File: src/ptrc_pkg.sv
// Purpose: shared constants and types of the packet and timing recovery configuration bank
// Assumes: 8-bit registers, one per aligned 32-bit Wishbone word, byte address = 4 * index
// Notes:   reserved bits are masked off on write and read back as zero
`default_nettype none
package ptrc_pkg;

  // ==========================================================================
  // bus geometry
  localparam int          ADR_W    = 8;
  localparam int          DAT_W    = 32;
  localparam int          SEL_W    = 4;
  localparam int          REG_W    = 8;
  localparam int          NREG     = 5;
  localparam int          IDX_LSB  = 2;
  localparam int          IDX_W    = ADR_W - IDX_LSB;

  // ==========================================================================
  // register indices
  localparam logic [IDX_W-1:0] IDX_FAST_LOOP  = 6'h21;
  localparam logic [IDX_W-1:0] IDX_SYNC_PRE   = 6'h2B;
  localparam logic [IDX_W-1:0] IDX_PRE_LOW    = 6'h2C;
  localparam logic [IDX_W-1:0] IDX_LEN_ADDR   = 6'h2D;
  localparam logic [IDX_W-1:0] IDX_FORMAT     = 6'h2E;
  localparam logic [IDX_W-1:0] IDX_SUMMARY    = 6'h30;

  // slot order of the register array
  localparam int R_FAST = 0;
  localparam int R_SYNC = 1;
  localparam int R_PLOW = 2;
  localparam int R_LADR = 3;
  localparam int R_FMT  = 4;

  localparam logic [NREG-1:0][IDX_W-1:0] REG_IDX =
    {IDX_FORMAT, IDX_LEN_ADDR, IDX_PRE_LOW, IDX_SYNC_PRE, IDX_FAST_LOOP};
  localparam logic [NREG-1:0][REG_W-1:0] REG_RST =
    {8'h20, 8'h00, 8'h10, 8'h80, 8'h58};
  localparam logic [NREG-1:0][REG_W-1:0] REG_MASK =
    {8'hFC, 8'h88, 8'hFF, 8'hFF, 8'hFF};

  // ==========================================================================
  // field positions
  localparam int PGAIN_LSB = 5;
  localparam int PFLT_BIT  = 4;
  localparam int IGAIN_LSB = 0;
  localparam int SYNC_LSB  = 2;
  localparam int PREH_LSB  = 0;
  localparam int LWID_BIT  = 7;
  localparam int ADDR_BIT  = 3;
  localparam int FMT_LSB   = 6;
  localparam int RXM_LSB   = 4;
  localparam int SSWP_BIT  = 3;
  localparam int BSWP_BIT  = 2;
  localparam int HDR_LSB   = 0;
  localparam int RAWF_BIT  = 6;
  localparam int RAWP_BIT  = 7;

  // ==========================================================================
  // encodings
  typedef enum logic [1:0] {
    FMT_BASIC = 2'h0,
    FMT_G4    = 2'h1,
    FMT_UART  = 2'h2,
    FMT_STACK = 2'h3
  } ptrc_frame_e;

  localparam logic [1:0] RXM_NORMAL = 2'h0;
  localparam logic [1:0] RXM_FIFO   = 2'h1;
  localparam logic [1:0] RXM_PIN    = 2'h2;

  typedef struct packed {
    logic [2:0]  fast_loop_prop_gain;
    logic        post_filter_length;
    logic [3:0]  fast_loop_integral_gain;
    logic [5:0]  sync_field_bits;
    logic [9:0]  preamble_pair_count;
    logic        length_field_width;
    logic        address_field_include;
    ptrc_frame_e frame_format_select;
    logic [1:0]  rx_mode;
    logic        four_level_symbol_swap;
    logic        byte_swap;
  } ptrc_cfg_s;

endpackage
`default_nettype wire

File: src/ptrc_cfg_reg.sv
// Purpose: one 8-bit configuration register with a write mask
// Assumes: single clock, asynchronous active-high reset
// Notes:   bits outside the mask never store and read as zero
`timescale 1ns/1ps
`default_nettype none
module ptrc_cfg_reg #(
  parameter logic [7:0] RST_VAL = 8'h00,
  parameter logic [7:0] WR_MASK = 8'hFF
) (
  input  wire logic       clk_i,
  input  wire logic       rst_i,
  input  wire logic       we_i,
  input  wire logic [7:0] wdata_i,
  output logic      [7:0] q_o
);
  import ptrc_pkg::*;

  logic [7:0] value;
  logic [7:0] next_value;

  // ==========================================================================
  // storage
  always_comb begin
    next_value = value;
    if (we_i) begin
      next_value = wdata_i & WR_MASK;
    end
  end

  always_ff @(posedge clk_i or posedge rst_i) begin
    if (rst_i) begin
      value <= RST_VAL & WR_MASK;
    end else begin
      value <= next_value;
    end
  end

  assign q_o = value;
endmodule
`default_nettype wire

File: src/ptrc_tx_order.sv
// Purpose: apply bit order and 4-level symbol mapping to transmit data
// Assumes: serializer downstream always shifts bit 7 first
// Notes:   one cycle of latency, valid follows data
`timescale 1ns/1ps
`default_nettype none
module ptrc_tx_order (
  input  wire logic       clk_i,
  input  wire logic       rst_i,
  input  wire logic       lsb_first_i,
  input  wire logic       sym_swap_i,
  input  wire logic       valid_i,
  input  wire logic [7:0] byte_i,
  input  wire logic [1:0] sym_i,
  output logic            valid_o,
  output logic      [7:0] byte_o,
  output logic      [1:0] sym_o
);
  logic       valid_q;
  logic [7:0] byte_q;
  logic [1:0] sym_q;
  logic       next_valid;
  logic [7:0] next_byte;
  logic [1:0] next_sym;

  function automatic logic [7:0] rev_bits(input logic [7:0] b);
    logic [7:0] r;
    r = {<<{b}};
    return r;
  endfunction

  // ==========================================================================
  // reorder
  always_comb begin
    next_valid = valid_i;
    next_byte  = byte_q;
    next_sym   = sym_q;
    if (valid_i) begin
      next_byte = lsb_first_i ? rev_bits(byte_i) : byte_i;
      next_sym  = sym_swap_i ? ~sym_i : sym_i;
    end
  end

  always_ff @(posedge clk_i or posedge rst_i) begin
    if (rst_i) begin
      valid_q <= 1'b0;
      byte_q  <= 8'h00;
      sym_q   <= 2'h0;
    end else begin
      valid_q <= next_valid;
      byte_q  <= next_byte;
      sym_q   <= next_sym;
    end
  end

  assign valid_o = valid_q;
  assign byte_o  = byte_q;
  assign sym_o   = sym_q;
endmodule
`default_nettype wire

File: src/ptrc_top.sv
// Purpose: Wishbone register bank for fast-loop timing recovery and packet handler setup
// Assumes: classic Wishbone, 32-bit data, byte address = 4 * register index
// Notes:   registers sit in the low byte of each word, upper bytes read as zero
`timescale 1ns/1ps
`default_nettype none
module ptrc_top (
  input  wire logic                     CLK_I,
  input  wire logic                     SYS_RST_I,
  input  wire logic                     CYC_I,
  input  wire logic                     STB_I,
  input  wire logic                     WE_I,
  input  wire logic [ptrc_pkg::ADR_W-1:0] ADR_I,
  input  wire logic [ptrc_pkg::SEL_W-1:0] SEL_I,
  input  wire logic [ptrc_pkg::DAT_W-1:0] DAT_I,
  output logic      [ptrc_pkg::DAT_W-1:0] DAT_O,
  output logic                          ACK_O,
  input  wire logic                     PLL_SEL_I,
  input  wire logic                     TX_VALID_I,
  input  wire logic [7:0]               TX_BYTE_I,
  input  wire logic [1:0]               TX_SYM_I,
  output logic                          TX_VALID_O,
  output logic      [7:0]               TX_BYTE_O,
  output logic      [1:0]               TX_SYM_O,
  output ptrc_pkg::ptrc_cfg_s           CFG_O,
  output logic      [3:0]               INT_GAIN_EFF_O,
  output logic      [10:0]              PREAMBLE_BITS_O,
  output logic      [1:0]               HDR_BYTES_O,
  output logic                          RAW_FIFO_O,
  output logic                          RAW_PIN_O
);
  import ptrc_pkg::*;

  // ==========================================================================
  // address decode

  // one-hot register hit; bit NREG flags the read-only summary word
  function automatic logic [NREG:0] reg_hit(input logic [ADR_W-1:0] adr);
    logic [NREG:0] hit;
    hit = '0;
    if (adr[IDX_LSB-1:0] == 2'h0) begin
      for (int i = 0; i < NREG; i++) begin
        hit[i] = (adr[ADR_W-1:IDX_LSB] == REG_IDX[i]);
      end
      hit[NREG] = (adr[ADR_W-1:IDX_LSB] == IDX_SUMMARY);
    end
    return hit;
  endfunction

  // ==========================================================================
  // bus handshake

  typedef enum logic [1:0] {
    BUS_IDLE = 2'b01,
    BUS_ACK  = 2'b10
  } ptrc_bus_e;

  ptrc_bus_e         bus_state;
  ptrc_bus_e         next_bus_state;
  logic [DAT_W-1:0]  rdata;
  logic [DAT_W-1:0]  next_rdata;
  logic [NREG:0]     hit;
  logic              req;
  logic              wr_take;
  logic [NREG-1:0]   reg_we;
  logic [REG_W-1:0]  reg_q [NREG];
  logic [REG_W-1:0]  summary;

  assign req = CYC_I & STB_I;
  assign hit = reg_hit(ADR_I);

  // a write lands once, on the edge where the master samples ack high; it
  // holds address and data until then, so storing earlier gains nothing
  assign wr_take = req & WE_I & SEL_I[0] & (bus_state == BUS_ACK);

  always_comb begin
    next_bus_state = bus_state;
    next_rdata     = rdata;
    unique case (bus_state)
      BUS_IDLE: begin
        if (req) begin
          next_bus_state = BUS_ACK;
          next_rdata     = '0;
          for (int i = 0; i < NREG; i++) begin
            if (hit[i]) begin
              next_rdata[REG_W-1:0] = reg_q[i];
            end
          end
          if (hit[NREG]) begin
            next_rdata[REG_W-1:0] = summary;
          end
        end
      end
      BUS_ACK: begin
        // ack drops for a cycle so back-to-back requests stay distinct
        next_bus_state = BUS_IDLE;
      end
      default: begin
        next_bus_state = BUS_IDLE;
      end
    endcase
  end

  always_ff @(posedge CLK_I or posedge SYS_RST_I) begin
    if (SYS_RST_I) begin
      bus_state <= BUS_IDLE;
      rdata     <= '0;
    end else begin
      bus_state <= next_bus_state;
      rdata     <= next_rdata;
    end
  end

  assign ACK_O = (bus_state == BUS_ACK) & req;
  assign DAT_O = rdata;

  // ==========================================================================
  // register storage

  for (genvar g = 0; g < NREG; g++) begin : g_reg
    assign reg_we[g] = wr_take & hit[g];

    ptrc_cfg_reg #(
      .RST_VAL (REG_RST[g]),
      .WR_MASK (REG_MASK[g])
    ) u_reg (
      .clk_i   (CLK_I),
      .rst_i   (SYS_RST_I),
      .we_i    (reg_we[g]),
      .wdata_i (DAT_I[REG_W-1:0]),
      .q_o     (reg_q[g])
    );
  end

  // ==========================================================================
  // field extraction

  ptrc_cfg_s cfg;

  always_comb begin
    cfg = '0;
    cfg.fast_loop_prop_gain     = reg_q[R_FAST][PGAIN_LSB +: 3];
    cfg.post_filter_length      = reg_q[R_FAST][PFLT_BIT];
    cfg.fast_loop_integral_gain = reg_q[R_FAST][IGAIN_LSB +: 4];
    cfg.sync_field_bits         = reg_q[R_SYNC][SYNC_LSB +: 6];
    cfg.preamble_pair_count     = {reg_q[R_SYNC][PREH_LSB +: 2],
                                   reg_q[R_PLOW]};
    cfg.length_field_width      = reg_q[R_LADR][LWID_BIT];
    cfg.address_field_include   = reg_q[R_LADR][ADDR_BIT];
    cfg.frame_format_select     = ptrc_frame_e'(reg_q[R_FMT][FMT_LSB +: 2]);
    cfg.rx_mode                 = reg_q[R_FMT][RXM_LSB +: 2];
    cfg.four_level_symbol_swap  = reg_q[R_FMT][SSWP_BIT];
    cfg.byte_swap               = reg_q[R_FMT][BSWP_BIT];
  end

  assign CFG_O = cfg;

  // ==========================================================================
  // derived settings

  logic [3:0]  int_gain;
  logic [3:0]  next_int_gain;
  logic [10:0] pre_bits;
  logic [10:0] next_pre_bits;
  logic [1:0]  hdr_bytes;
  logic [1:0]  next_hdr_bytes;
  logic        raw_fifo;
  logic        next_raw_fifo;
  logic        raw_pin;
  logic        next_raw_pin;

  always_comb begin
    // the integral path is idle in DLL mode, so its gain is forced to zero
    next_int_gain  = PLL_SEL_I ? cfg.fast_loop_integral_gain : 4'h0;
    // each pair is two bits on air
    next_pre_bits  = {cfg.preamble_pair_count, 1'b0};
    // header bytes: the length field plus the optional one-byte address
    next_hdr_bytes = (cfg.length_field_width ? 2'h2 : 2'h1)
                   + {1'b0, cfg.address_field_include};
    // code 3 is undefined and falls back to normal packet handling
    next_raw_fifo  = (cfg.rx_mode == RXM_FIFO);
    next_raw_pin   = (cfg.rx_mode == RXM_PIN);
  end

  always_ff @(posedge CLK_I or posedge SYS_RST_I) begin
    if (SYS_RST_I) begin
      int_gain  <= 4'h0;
      pre_bits  <= 11'h000;
      hdr_bytes <= 2'h0;
      raw_fifo  <= 1'b0;
      raw_pin   <= 1'b0;
    end else begin
      int_gain  <= next_int_gain;
      pre_bits  <= next_pre_bits;
      hdr_bytes <= next_hdr_bytes;
      raw_fifo  <= next_raw_fifo;
      raw_pin   <= next_raw_pin;
    end
  end

  assign INT_GAIN_EFF_O  = int_gain;
  assign PREAMBLE_BITS_O = pre_bits;
  assign HDR_BYTES_O     = hdr_bytes;
  assign RAW_FIFO_O      = raw_fifo;
  assign RAW_PIN_O       = raw_pin;

  // ==========================================================================
  // summary readback

  always_comb begin
    summary = '0;
    summary[HDR_LSB +: 2] = hdr_bytes;
    summary[RAWF_BIT]     = raw_fifo;
    summary[RAWP_BIT]     = raw_pin;
  end

  // ==========================================================================
  // transmit ordering

  ptrc_tx_order u_order (
    .clk_i       (CLK_I),
    .rst_i       (SYS_RST_I),
    .lsb_first_i (cfg.byte_swap),
    .sym_swap_i  (cfg.four_level_symbol_swap),
    .valid_i     (TX_VALID_I),
    .byte_i      (TX_BYTE_I),
    .sym_i       (TX_SYM_I),
    .valid_o     (TX_VALID_O),
    .byte_o      (TX_BYTE_O),
    .sym_o       (TX_SYM_O)
  );

endmodule
`default_nettype wire

File: config.mk
export PLATFORM = sky130hd
export DESIGN_NAME = ptrc_top
export DESIGN_NICKNAME = d
export VERILOG_FILES = /design/src/ptrc_pkg.sv /design/src/ptrc_cfg_reg.sv /design/src/ptrc_tx_order.sv /design/src/ptrc_top.sv
export SDC_FILE = /design/constraint.sdc
export NUM_CORES = 1
export LEC_CHECK = 0
export BUFFER_PORTS_ARGS = -buffer_cell sky130_fd_sc_hd__buf_2
export CORE_MARGIN = 3
export CORE_UTILIZATION = 48
export CTS_BUF_LIST = sky130_fd_sc_hd__clkbuf_8
export DETAILED_ROUTE_END_ITERATION = 10
export GPL_TIMING_DRIVEN = 0
export PLACE_DENSITY = 0.94
export SYNTH_ARGS = -nofsm -noshare
export SYNTH_HDL_FRONTEND = slang
export SYNTH_SLANG_ARGS = --single-unit
File: constraint.sdc
create_clock -name CLK_I -period 2.5 [get_ports CLK_I]
set_input_delay 0 -clock CLK_I [delete_from_list [all_inputs] [get_ports CLK_I]]
set_output_delay 0 -clock CLK_I [all_outputs]
set_load 0.02 [all_outputs]
==> key figures <==
Layout
  • Most frequent cells in the layout: buf_2, dfrtp_1, mux2_2
  • Final-stage net count: 484
  • Share of cells above drive strength 1: 46.8%
  • Commonest non-fill, non-tap cell in the layout: buf_2
  • # fillers: 482
  • Area Overhead vs Synth: 36.2%
  • Ant diodes: 0

Synthesis
  • Mean Syn Cell Area: 12.3 µm²
  • #FFs+latches synth: 71
  • Yosys cell types: 43
  • FFs w/ async S/R, synth: 100%
  • Cells after Synth: 261
  • Synthesis warning total: 0
  • Sequential area share after synthesis: 55.4%
  • Mapped Area: 3220 µm²
  • EDFF count, synth: 0
  • Main synth FF type: dfrtp_1

STA
  • Part of the cycle the worst path needs: 78.2%
  • RSZ-0062 raised after global routing: no
  • Fmax: 511 MHz
  • Final hold viol count: 0
  • Setup_tns: 0 ns
  • WHS: 0.0165 ns
  • Final setup viols: 0
  • Worst Skew: 0.00771 ns
  • Minimum clock period: 1.96 ns
  • Max transition margin: 43.6%
  • Final Slew Violations: 0
  • Worst slew pin tran: 0.847 ns

Clocking
  • Root buf cell: clkbuf_8
  • Clock latency on the worst-skew pair: 0.34 ns
  • Clock Sinks: 71
  • CTS tree: built
  • Worst-case clock buffer depth: 2
  • CTS resizes: 0
  • Post-CTS Setup Bufs: 0
  • CTS Buf Count: 9
  • Worst-path clk slew: 0.08 ns
  • H-tree lvl count: 3

Pwr
  • Leakage: 2.33 nW
  • Pwr/cell area: 577 nW/µm²
  • Maximum VDD drop: 417 µV

GRT
  • First-pass GRT wire length: 12.8 mm
  • Largest net degree at the start of global routing: 72
  • Vias in the first global route: 2,580
  • Antenna violations before repair: 0
  • GRT overflow: 0
  • GRT Total Usage: 22.4%

Detailed routing
  • Final WL: 8.52 mm
  • WL/cell: 16.9 µm
  • Drt pass-1 iters: 4
  • Residual DRC count: 0
  • ANT nets after route: 0
  • Initial DRC Count: 154
  • Via density per instance: 5.21
  • Via Count: 2,628

Worst setup path
  • Worst EP arrival: 2.16 ns
  • Kind of critical path: reg -> reg
  • Crit end category: flop
  • Critical path cell sequence: clkbuf_1, mux2i_1, dlygate4sd3_1, a21oi_1
  • Crit Path Max Fanout: 10
  • Max incr delay on CP: 0.57 ns
  • Worst Setup Start Kind: flop
  • Crit path required time: 2.71 ns
  • Critical path's slowest cell: dlygate4sd3_1

Floorplan
  • FP Rows: 29
  • Core area: 6420 µm²
  • Die Span Y: 87.9 µm
  • Die width: 87.9 µm
  • Die area: 7730 µm²
  • Initial Utilization: 50.2%
  • I/O pins: 156

Outcome
  • Status: finished, final reports clean

Run
  • Max-cap violations: 0

Placed design
  • IO Port Bufs: 103
  • GPL Wtd Cong: 0.902
  • Post-DP HPWL: 6.00 mm

Hold path
  • Min-Delay Path Class: in -> reg
==> path summary, 6_finish.rpt <==
kind	start	endpoint	slack, ns	cells after the start
min	TX_BYTE_I[3]	u_order.byte_o[3]	0.02	3
max	g_reg[4].u_reg.q_o[2]	u_order.byte_o[4]	0.54	4
min reg2reg	g_reg[2].u_reg.q_o[4]	PREAMBLE_BITS_O[5]	0.42	0
min in group asynchronous	SYS_RST_I	PREAMBLE_BITS_O[5]	0.37	3
max in group asynchronous	SYS_RST_I	INT_GAIN_EFF_O[3]	1.57	3
max reg2reg	g_reg[4].u_reg.q_o[2]	u_order.byte_o[4]	0.54	4
==> synthesized netlist by cell type (5+ instances only) <==
library cell  instances  area, µm²
dfrtp_1              64       1600
mux2_2               32        360
buf_4                27        203
nor2_1               17       63.8
a21oi_1              12       60.1
mux2i_1              12        120
nand2_1              12       45.0
o21ai_0               8       40.0
dfstp_2               7        184
inv_1                 6       22.5
and2_1                5       31.3
clkbuf_1              5       18.8
==> report_power, final <==
part	switching (mW)	internal [mW]	leakage, nW	total (mW)
clock	0.430	0.616	0.117	1.05
sequential	0.0147	1.18	0.925	1.19
combinational	0.180	0.115	1.29	0.295
total	0.625	1.91	2.33	2.53
==> kinds of logic (layout without fill, tap and decap cells) <==
logic type                 Yosys count  after routing  synth area share [%]
other                                1             25                 0.116
DFF                                 71             71                  55.4
muxes                               44             44                  14.9
adders and majority gates            1              1                 0.388
AOI/OAI and AO/OA                   40             40                  8.27
and+or+nand+nor                     61             61                  12.3
buffers and inverters               41            183                  8.04
xor gates and xnor gates             2              2                 0.544
==> final cells by class <==
class / count / area [µm²] / area share [%]
clock inverters: 5 / 80.1 / 1.82
flip-flops and latches: 71 / 1790 / 40.7
repair buffers: 126 / 746 / 17.0
plain buffers: 35 / 236 / 5.39
inverters: 6 / 25.0 / 0.570
multi-input cells: 173 / 1270 / 28.9
clock buffers: 11 / 151 / 3.45
well taps: 77 / 96.3 / 2.19
==> worst max-delay path, delay by kind of cell (launching register included) <==
| family | cells | cell delay, ns |
|---|---|---|
| DFF | 1 | 0.36 |
| AOI/OAI and AO/OA | 1 | 0.07 |
| buffers and inverters | 2 | 1.10 |
| muxes | 1 | 0.29 |
==> state kept, by name (all words and copies together), names as in the netlist <==
register and flops:
u_order.byte_o 8, u_order.valid_o 1, INT_GAIN_EFF_O 4, PREAMBLE_BITS_O 10, bus_state 2, g.u_reg.q_o 32
RAW_FIFO_O 1, u_order.sym_o 2, HDR_BYTES_O 2, DAT_O 8, RAW_PIN_O 1
==> repair_timing <==
action	4_1_cts	5_1_grt
hold endpoints to repair	109	0
hold buffers	23	0
setup endpoints to repair	0	0
==> metal layers <==
layer  up-vias  share of wire [%]  global-route usage [%]
met5         -                  0                       0
met4         0                2.4                    8.93
met3        17                7.6                    6.59
met2       124                 50                    37.7
met1      1283                 40                    27.0
li1       1204                  -                       -
==> per-stage QoR <==
step	std cells	util, %	power [mW]	worst slack, ns	cell area (µm²)
2_1_floorplan	285	-	1.38	0.715	3310
3_3_place_gp	465	61.1	1.46	-0.00746	3930
3_5_place_dp	465	61.2	1.47	0.670	3930
4_1_cts	504	68.3	2.54	0.652	4390
5_1_grt	504	68.3	2.63	0.481	4390
6_report	504	68.3	2.53	0.545	4390
Power figures use the tool's default switching activity.
